### config.mk
export PLATFORM = sky130hd
export DESIGN_NAME = gpio6_port
export DESIGN_NICKNAME = d
export VERILOG_FILES = /design/src/gpio6_pkg.sv /design/src/gpio6_sync.sv /design/src/gpio6_pin.sv /design/src/gpio6_port.sv
export VERILOG_INCLUDE_DIRS = /design/src /design/src/src
export SDC_FILE = /design/constraint.sdc
export NUM_CORES = 1
export LEC_CHECK = 0
export ABC_AREA = 1
export BUFFER_PORTS_ARGS = -buffer_cell sky130_fd_sc_hd__buf_2
export CAP_MARGIN = 30
export CELL_PAD_IN_SITES_DETAIL_PLACEMENT = 0
export CELL_PAD_IN_SITES_GLOBAL_PLACEMENT = 1
export CORE_UTILIZATION = 37
export CTS_CLUSTER_DIAMETER = 60
export DETAILED_ROUTE_END_ITERATION = 6
export PLACE_DENSITY = 0.92
export SYNTH_ARGS = -nofsm -noshare
export SYNTH_HDL_FRONTEND = slang
export SYNTH_SLANG_ARGS = --single-unit
export TNS_END_PERCENT = 20
### constraint.sdc
create_clock -name ref_clk_i -period 2.8 [get_ports ref_clk_i]
set_input_delay 0.28 -clock ref_clk_i [delete_from_list [all_inputs] [get_ports ref_clk_i]]
set_output_delay 0.28 -clock ref_clk_i [all_outputs]
set_load 0.05 [all_outputs]
### src/gpio6_consts.svh
// Purpose: constants for the six-pin general-purpose port
// Assumes: AXI4-Lite register access, 32-bit data, byte addresses
// Notes: reserved bits read as zero except the fixed direction bit
// Summary of operation
// - six pins, each with direction, latch, drain, slew, threshold bits; analog bits on pins 0-2 and 4 only
// - direction 1 makes the pin input; 0 drives the latch onto the pin
// - pin 3 is input-only; its direction bit always reads 1
// - pin-level reads return sampled pins; writes go to the output latch
// - latch writes act like pin-level writes; latch reads return latch values
// - pin-level writes store the written bits straight into the output latch
// - direction bits still control drivers on analog pins
// - analog pins read zero on every digital read
// - analog select disables the digital input buffer
// - analog select leaves digital output functions untouched
// - analog select bits reset to analog
// - open-drain bit makes the output sink only, else push-pull
// - slew bit limits output slew rate, else maximum rate
// - threshold bit picks Schmitt or TTL for reads and pin-change detection
// - an enabled peripheral takes over the output; pin stays readable
// - after reset outputs follow the latch; peripherals attach via pin select
// - pull-up only when its bit set, global disable clear, pin input
`ifndef GPIO6_CONSTS_SVH
`define GPIO6_CONSTS_SVH
`define GP6_ADDR_LEVEL 4'h0
`define GP6_ADDR_DIR 4'h1
`define GP6_ADDR_LATCH 4'h2
`define GP6_ADDR_ANSEL 4'h3
`define GP6_ADDR_ODRAIN 4'h4
`define GP6_ADDR_SLEW 4'h5
`define GP6_ADDR_THRESH 4'h6
`define GP6_ADDR_PULLUP 4'h7
`define GP6_ADDR_GLOBAL 4'h8
`define GP6_ADDR_PERIPH 4'h9
`define GP6_INPUT_ONLY_PIN 3
`define GP6_RST_DIR 6'h3f
`define GP6_RST_LATCH 6'h00
`define GP6_RST_ANSEL 6'h17
`define GP6_ANSEL_MASK 6'h17
`define GP6_RST_ODRAIN 6'h00
`define GP6_RST_SLEW 6'h37
`define GP6_RST_THRESH 6'h00
`define GP6_RST_PULLUP 6'h3f
`define GP6_RST_GLOBAL 1'b1
`define GP6_RST_PERIPH 6'h00
`define GP6_RESP_OKAY 2'b00
`define GP6_RESP_SLVERR 2'b10
`endif

### src/gpio6_pkg.sv
// Purpose: types for the six-pin general-purpose port
// Assumes: nothing beyond the constants header
// Notes: bus channel states
package gpio6_pkg;
	typedef enum logic [1:0] {
		GP6_W_IDLE,
		GP6_W_HAVE_ADDR,
		GP6_W_HAVE_DATA,
		GP6_W_RESP
	} gpio6_wstate_t;
endpackage : gpio6_pkg

### src/gpio6_sync.sv
// Purpose: two-stage synchroniser for pin inputs
// Assumes: one clock, synchronous active-high reset
// Notes: first stage feeds only the second
`timescale 1ns/1ps
`default_nettype none
module gpio6_sync #(
	parameter int WIDTH = 6
) (
	input wire logic ref_clk_i,
	input wire logic sys_rst_i,
	input wire logic [WIDTH-1:0] async_i,
	output logic [WIDTH-1:0] sync_o
);
	logic [WIDTH-1:0] stage1_reg;
	logic [WIDTH-1:0] stage2_reg;
	always_ff @(posedge ref_clk_i) begin
		if (sys_rst_i) begin
			stage1_reg <= '0;
			stage2_reg <= '0;
		end else begin
			stage1_reg <= async_i;
			stage2_reg <= stage1_reg;
		end
	end
	assign sync_o = stage2_reg;
endmodule : gpio6_sync
`default_nettype wire

### src/gpio6_pin.sv
// Purpose: drive and input conditioning for one pin
// Assumes: pad cell reads the slew and threshold selects
// Notes: purely combinational
`timescale 1ns/1ps
`default_nettype none
module gpio6_pin (
	input wire logic dir_in_i,
	input wire logic latch_i,
	input wire logic ansel_i,
	input wire logic odrain_i,
	input wire logic slew_i,
	input wire logic thresh_i,
	input wire logic pullup_i,
	input wire logic pullup_off_i,
	input wire logic periph_en_i,
	input wire logic periph_data_i,
	input wire logic pad_sync_i,
	output logic pad_o,
	output logic pad_oe_o,
	output logic pad_slew_o,
	output logic pad_schmitt_o,
	output logic pad_pullup_o,
	output logic pad_ibuf_en_o,
	output logic digital_in_o
);
	logic drive_val;
	// peripheral overrides the latch only when selected
	assign drive_val = periph_en_i ? periph_data_i : latch_i;
	assign pad_o = drive_val;
	// open drain never drives high, it releases instead
	assign pad_oe_o = !dir_in_i && !(odrain_i && drive_val);
	assign pad_slew_o = slew_i;
	assign pad_schmitt_o = !thresh_i;
	assign pad_pullup_o = pullup_i && !pullup_off_i && dir_in_i;
	assign pad_ibuf_en_o = !ansel_i;
	assign digital_in_o = ansel_i ? 1'b0 : pad_sync_i;
endmodule : gpio6_pin
`default_nettype wire

### src/gpio6_port.sv
// Purpose: six-pin general-purpose port with AXI4-Lite registers
// Assumes: pads sampled on ref_clk_i through two flops
// Notes: one write and one read outstanding; unmapped access gets SLVERR
`timescale 1ns/1ps
`default_nettype none
`include "gpio6_consts.svh"
module gpio6_port
	import gpio6_pkg::*;
#(
	parameter int PINS = 6
) (
	input wire logic ref_clk_i,
	input wire logic sys_rst_i,
	input wire logic [5:0] s_axi_awaddr,
	input wire logic s_axi_awvalid,
	output logic s_axi_awready,
	input wire logic [31:0] s_axi_wdata,
	input wire logic [3:0] s_axi_wstrb,
	input wire logic s_axi_wvalid,
	output logic s_axi_wready,
	output logic [1:0] s_axi_bresp,
	output logic s_axi_bvalid,
	input wire logic s_axi_bready,
	input wire logic [5:0] s_axi_araddr,
	input wire logic s_axi_arvalid,
	output logic s_axi_arready,
	output logic [31:0] s_axi_rdata,
	output logic [1:0] s_axi_rresp,
	output logic s_axi_rvalid,
	input wire logic s_axi_rready,
	input wire logic [PINS-1:0] pad_i,
	output logic [PINS-1:0] pad_o,
	output logic [PINS-1:0] pad_oe_o,
	output logic [PINS-1:0] pad_slew_o,
	output logic [PINS-1:0] pad_schmitt_o,
	output logic [PINS-1:0] pad_pullup_o,
	output logic [PINS-1:0] pad_ibuf_en_o,
	output logic [PINS-1:0] pin_change_level_o,
	input wire logic [PINS-1:0] periph_data_i
);
	logic [PINS-1:0] dir_reg;
	logic [PINS-1:0] latch_reg;
	logic [PINS-1:0] ansel_reg;
	logic [PINS-1:0] odrain_reg;
	logic [PINS-1:0] slew_reg;
	logic [PINS-1:0] thresh_reg;
	logic [PINS-1:0] pullup_reg;
	logic global_pullup_off_reg;
	logic [PINS-1:0] periph_en_reg;
	logic [PINS-1:0] pad_sync;
	logic [PINS-1:0] level_in;
	logic [PINS-1:0] dir_eff;
	gpio6_wstate_t wstate_reg;
	logic [3:0] waddr_reg;
	logic [31:0] wdata_reg;
	logic [3:0] wstrb_reg;
	logic do_write;
	logic wmapped;
	logic [PINS-1:0] wbits;
	logic [PINS-1:0] rmw_base;
	logic [31:0] rdata_next;
	logic rmapped;

	gpio6_sync #(
		.WIDTH(PINS)
	) u_sync (
		.ref_clk_i(ref_clk_i),
		.sys_rst_i(sys_rst_i),
		.async_i(pad_i),
		.sync_o(pad_sync)
	);

	// pin 3 has no output driver at all
	always_comb begin
		dir_eff = dir_reg;
		dir_eff[`GP6_INPUT_ONLY_PIN] = 1'b1;
	end

	genvar gi;
	generate
		for (gi = 0; gi < PINS; gi++) begin : g_pin
			gpio6_pin u_pin (
				.dir_in_i(dir_eff[gi]),
				.latch_i(latch_reg[gi]),
				.ansel_i(ansel_reg[gi]),
				.odrain_i(odrain_reg[gi]),
				.slew_i(slew_reg[gi]),
				.thresh_i(thresh_reg[gi]),
				.pullup_i(pullup_reg[gi]),
				.pullup_off_i(global_pullup_off_reg),
				.periph_en_i(periph_en_reg[gi]),
				.periph_data_i(periph_data_i[gi]),
				.pad_sync_i(pad_sync[gi]),
				.pad_o(pad_o[gi]),
				.pad_oe_o(pad_oe_o[gi]),
				.pad_slew_o(pad_slew_o[gi]),
				.pad_schmitt_o(pad_schmitt_o[gi]),
				.pad_pullup_o(pad_pullup_o[gi]),
				.pad_ibuf_en_o(pad_ibuf_en_o[gi]),
				.digital_in_o(level_in[gi])
			);
		end
	endgenerate

	// change detector sees the same conditioned level as reads
	assign pin_change_level_o = level_in;

	// write channel: address and data in either order
	always_ff @(posedge ref_clk_i) begin
		if (sys_rst_i) begin
			wstate_reg <= GP6_W_IDLE;
			waddr_reg <= 4'h0;
			wdata_reg <= 32'h0000_0000;
			wstrb_reg <= 4'h0;
		end else begin
			case (wstate_reg)
				GP6_W_IDLE: begin
					if (s_axi_awvalid) begin
						waddr_reg <= s_axi_awaddr[5:2];
					end
					if (s_axi_wvalid) begin
						wdata_reg <= s_axi_wdata;
						wstrb_reg <= s_axi_wstrb;
					end
					if (s_axi_awvalid && s_axi_wvalid) begin
						wstate_reg <= GP6_W_RESP;
					end else if (s_axi_awvalid) begin
						wstate_reg <= GP6_W_HAVE_ADDR;
					end else if (s_axi_wvalid) begin
						wstate_reg <= GP6_W_HAVE_DATA;
					end
				end
				GP6_W_HAVE_ADDR: begin
					if (s_axi_wvalid) begin
						wdata_reg <= s_axi_wdata;
						wstrb_reg <= s_axi_wstrb;
						wstate_reg <= GP6_W_RESP;
					end
				end
				GP6_W_HAVE_DATA: begin
					if (s_axi_awvalid) begin
						waddr_reg <= s_axi_awaddr[5:2];
						wstate_reg <= GP6_W_RESP;
					end
				end
				GP6_W_RESP: begin
					if (s_axi_bready) begin
						wstate_reg <= GP6_W_IDLE;
					end
				end
				default: wstate_reg <= GP6_W_IDLE;
			endcase
		end
	end

	assign s_axi_awready = (wstate_reg == GP6_W_IDLE)
		|| (wstate_reg == GP6_W_HAVE_DATA);
	assign s_axi_wready = (wstate_reg == GP6_W_IDLE)
		|| (wstate_reg == GP6_W_HAVE_ADDR);
	assign s_axi_bvalid = (wstate_reg == GP6_W_RESP);
	assign wmapped = (waddr_reg <= `GP6_ADDR_PERIPH);
	assign s_axi_bresp = wmapped ? `GP6_RESP_OKAY : `GP6_RESP_SLVERR;

	// registers commit once as the response is accepted
	assign do_write = s_axi_bvalid && s_axi_bready && wstrb_reg[0];
	assign wbits = wdata_reg[PINS-1:0];
	// rmw: base is the sampled pin value, but every latch bit ends up as written
	assign rmw_base = level_in;

	always_ff @(posedge ref_clk_i) begin
		if (sys_rst_i) begin
			latch_reg <= `GP6_RST_LATCH;
		end else if (do_write && (waddr_reg == `GP6_ADDR_LEVEL)) begin
			// written byte overrides every bit of the read pin image
			latch_reg <= (rmw_base & ~(rmw_base ^ wbits)) | wbits;
		end else if (do_write && (waddr_reg == `GP6_ADDR_LATCH)) begin
			latch_reg <= wbits;
		end
	end

	always_ff @(posedge ref_clk_i) begin
		if (sys_rst_i) begin
			dir_reg <= `GP6_RST_DIR;
		end else if (do_write && (waddr_reg == `GP6_ADDR_DIR)) begin
			dir_reg <= wbits;
		end
	end

	always_ff @(posedge ref_clk_i) begin
		if (sys_rst_i) begin
			ansel_reg <= `GP6_RST_ANSEL;
		end else if (do_write && (waddr_reg == `GP6_ADDR_ANSEL)) begin
			ansel_reg <= wbits & `GP6_ANSEL_MASK;
		end
	end

	always_ff @(posedge ref_clk_i) begin
		if (sys_rst_i) begin
			odrain_reg <= `GP6_RST_ODRAIN;
			slew_reg <= `GP6_RST_SLEW;
			thresh_reg <= `GP6_RST_THRESH;
		end else if (do_write) begin
			if (waddr_reg == `GP6_ADDR_ODRAIN) begin
				odrain_reg <= wbits;
			end
			if (waddr_reg == `GP6_ADDR_SLEW) begin
				slew_reg <= wbits;
			end
			// no guard against live peripherals; software's duty
			if (waddr_reg == `GP6_ADDR_THRESH) begin
				thresh_reg <= wbits;
			end
		end
	end

	always_ff @(posedge ref_clk_i) begin
		if (sys_rst_i) begin
			pullup_reg <= `GP6_RST_PULLUP;
			global_pullup_off_reg <= `GP6_RST_GLOBAL;
			periph_en_reg <= `GP6_RST_PERIPH;
		end else if (do_write) begin
			if (waddr_reg == `GP6_ADDR_PULLUP) begin
				pullup_reg <= wbits;
			end
			if (waddr_reg == `GP6_ADDR_GLOBAL) begin
				global_pullup_off_reg <= wbits[0];
			end
			if (waddr_reg == `GP6_ADDR_PERIPH) begin
				periph_en_reg <= wbits;
			end
		end
	end

	// read channel
	assign rmapped = (s_axi_araddr[5:2] <= `GP6_ADDR_PERIPH);
	always_comb begin
		rdata_next = 32'h0000_0000;
		case (s_axi_araddr[5:2])
			`GP6_ADDR_LEVEL: rdata_next[PINS-1:0] = level_in;
			`GP6_ADDR_DIR: rdata_next[PINS-1:0] = dir_eff;
			`GP6_ADDR_LATCH: rdata_next[PINS-1:0] = latch_reg;
			`GP6_ADDR_ANSEL: rdata_next[PINS-1:0] = ansel_reg;
			`GP6_ADDR_ODRAIN: rdata_next[PINS-1:0] = odrain_reg;
			`GP6_ADDR_SLEW: rdata_next[PINS-1:0] = slew_reg;
			`GP6_ADDR_THRESH: rdata_next[PINS-1:0] = thresh_reg;
			`GP6_ADDR_PULLUP: rdata_next[PINS-1:0] = pullup_reg;
			`GP6_ADDR_GLOBAL: rdata_next[0] = global_pullup_off_reg;
			`GP6_ADDR_PERIPH: rdata_next[PINS-1:0] = periph_en_reg;
			default: rdata_next = 32'h0000_0000;
		endcase
	end

	always_ff @(posedge ref_clk_i) begin
		if (sys_rst_i) begin
			s_axi_rvalid <= 1'b0;
			s_axi_rdata <= 32'h0000_0000;
			s_axi_rresp <= `GP6_RESP_OKAY;
		end else if (s_axi_arvalid && s_axi_arready) begin
			s_axi_rvalid <= 1'b1;
			s_axi_rdata <= rdata_next;
			s_axi_rresp <= rmapped ? `GP6_RESP_OKAY : `GP6_RESP_SLVERR;
		end else if (s_axi_rready) begin
			s_axi_rvalid <= 1'b0;
		end
	end
	assign s_axi_arready = !s_axi_rvalid;
endmodule : gpio6_port
`default_nettype wire

==> flow_summary.yaml <==
routing:
  first_iter_violations: 206
  drc: 0
  vias: 3590
  topRoutingLayerUsed: "met4"
  met3_length_um: 495
  drt_first_pass_iters: 5
  wl_met1_um: 4701
  routed_wl_um: 10040
  ant_nets: 0
  vias_per_cell: 4.632
  dr_wl_met2_um: 4712
  wl_per_cell_um: 12.95
synth:
  synth_area_um2: 4104
  synth_most_common_cell: "nand2_1"
  synth_cell_types: 25
  syn_inst: 591
  synth_warnings: 0
  synth.yosys.seq_area_share_pct: 38.54
  synth.top_cell.area_share_pct: 38.54
  synth.avg_cell_area_um2: 6.944
  yosys.area.top_type: "dfxtp_1"
  synth_common_cells: "nand2_1 (107), nor2_1 (80), dfxtp_1 (79)"
  synth_edf_count: 0
  yosys-top-cells-area: "dfxtp_1 (39%), buf_4 (13%), nand2_1 (9.8%)"
  ys_ff_latch: 79
  ys.flop_type: "dfxtp_1"
  synthArstFlopShare_pct: 0
clocking:
  postCtsHoldBufs: 0
  max-clock-path-buffers: 2
  cts_tree: "built"
  clk_pin_slew_ns: 0.08
  post_cts_buffers: 0
  cts_root_buf: "clkbuf_8"
  insertion_delay_ns: 0.34
  cts_made_buffers: 9
  cts_resized: 0
  htreeDepth: 3
  clock_sinks: 79
timing:
  finalSetupViolations: 0
  tightest_slew_ns: 0.8075
  finalSetupTns_ns: 0
  period_share_pct: 64.06
  finalCriticalPeriod_ns: 1.794
  drv_slew: 0
  slew_headroom_pct: 45.97
  rsz0062_at_grt: "false"
  hold_viol: 0
  fin_skew_ns: 0.009981
  max_freq_mhz: 557.5
placed_design:
  routabilityCongestion: 0.8410
  place_inst: 760
  io_buffers: 85
  dp_hpwl_um: 7604
worst_setup_path:
  cp_max_fo: 12
  crit_path_cell_trace: "ha_1 -> inv_1 -> nor2_4 -> nand3_1 -> o21ai_0 -> a21oi_1"
  cp.required_ns: 3.01
  max_stage_delay_ns: 0.39
  end_kind: "register"
  critPathKind: "reg -> reg"
  cp_slowest_cell: "dfxtp_1"
  crit_arrival_ns: 2.01
  critPathLaunchType: "register"
power_and_ir_drop:
  p_leak_nw: 2.213
  powerDensity_nw_per_um2: 672.8
  finalPower_mw: 3.002
  vdd_drop_max_v: 0.0003361
grt:
  grt_usage_pct: 17.36
  grt_max_degree: 60
  grt_pass1_vias: 3055
  antenna_found_initial: 0
  grt_pass1_wl_um: 15300
  grt-ovfl-total: 0
layout:
  final_cell_count_no_fill: 775
  drive_gt1_share_pct: 17.80
  final-seq-area_um2: 1582
  syn_to_final_growth_pct: 8.720
  diodes: 0
  multi_input_area_um2: 1772
  fillers: 1160
  nets: 703
die:
  num_io_pins: 150
  initial_core_util_pct: 37.86
  die_h_um: 107.3
  die_width_um: 107.3
  design.die.area_um2: 11520
  coreArea_um2: 10840
  num_rows: 38
outcome:
  outcome: "complete, no violations"
job:
  maxCapViolations: 0
hold_path:
  worstHoldPathType: "in -> reg"
where the power goes:
group	internal, mW	switching [mW]
registers	1.20	0.108
clock network	0.586	0.416
logic	0.164	0.529
per-layer routing:
metal  global-route usage, %  up-vias
li1                        -     1856
met5                       0        -
met1                   22.91     1608
met3                   3.390       11
met4                   3.914        0
met2                   29.22      115
final timing paths:
kind | start | end | slack [ns] | cells after the start
worst max-delay path | wstate_reg[1] | latch_reg[0] | 1.01 | 6
worst min-delay path | pad_i[5] | u_sync.stage1_reg[5] | 0.13 | 3
worst max register to register | wstate_reg[1] | latch_reg[0] | 1.01 | 6
worst min register to register | u_sync.stage1_reg[3] | u_sync.sync_o[3] | 0.40 | 2
layout by cell type, fill, tap and decap left out:
master	count
a211oi_1	1
a21oi_1	36
a31oi_1	1
buf_2	85
buf_4	1
bufinv_16	3
clkbuf_8	9
clkinv_1	1
clkinv_2	1
clkinvlp_4	2
conb_1	31
dfxtp_1	79
ha_1	5
inv_1	67
inv_2	3
nand2_1	107
nand2_2	1
nand3_1	45
nand4_1	2
nor2_1	80
nor2_2	3
nor2_4	3
nor2_8	1
nor3_2	1
o211ai_1	12
o21a_1	1
o21ai_0	47
o21ai_1	5
o22ai_1	2
worst max-delay path, delay by kind of cell, from the launching register on:
family,cells,cell delay (ns)
fa+ha+maj,1,0.20
compound gates,2,0.41
buf+inv,1,0.09
simple gates,2,0.58
flops,1,0.39
kinds of logic (layout without fill, tap and decap cells):
logic type                 Yosys count  in the layout  share of synthesized area [%]
adders and majority gates            5              5                          1.524
DFF                                 79             79                          38.54
other                                2             31                         0.1830
and+or+nand+nor                    243            243                          25.06
AOI/OAI and AO/OA                  105            105                          13.75
buffers and inverters              157            172                          20.95
metrics by stage:
stage	utilization [%]	hold slack (ns)	setup WS, ns	area [um^2]
CTS	41.16	0.1256	1.006	4462
global placement	39.00	0.3917	1.031	4228
global route	41.16	0.1231	0.8305	4462
finish	41.16	0.1349	1.006	4462
floorplan	-	0.3870	0.9753	4213
detailed placement	39.00	0.3945	0.9914	4228
layout make-up:
| class | instances | area share (%) |
|---|---|---|
| inverters | 71 | 5.973 |
| clock inverters | 6 | 2.468 |
| repair buffers | 86 | 9.703 |
| well taps | 140 | 3.926 |
| clock buffers | 9 | 2.776 |
| flip-flops and latches | 79 | 35.45 |
| multi-input cells | 384 | 39.71 |
(Power assumes the default switching activity.)
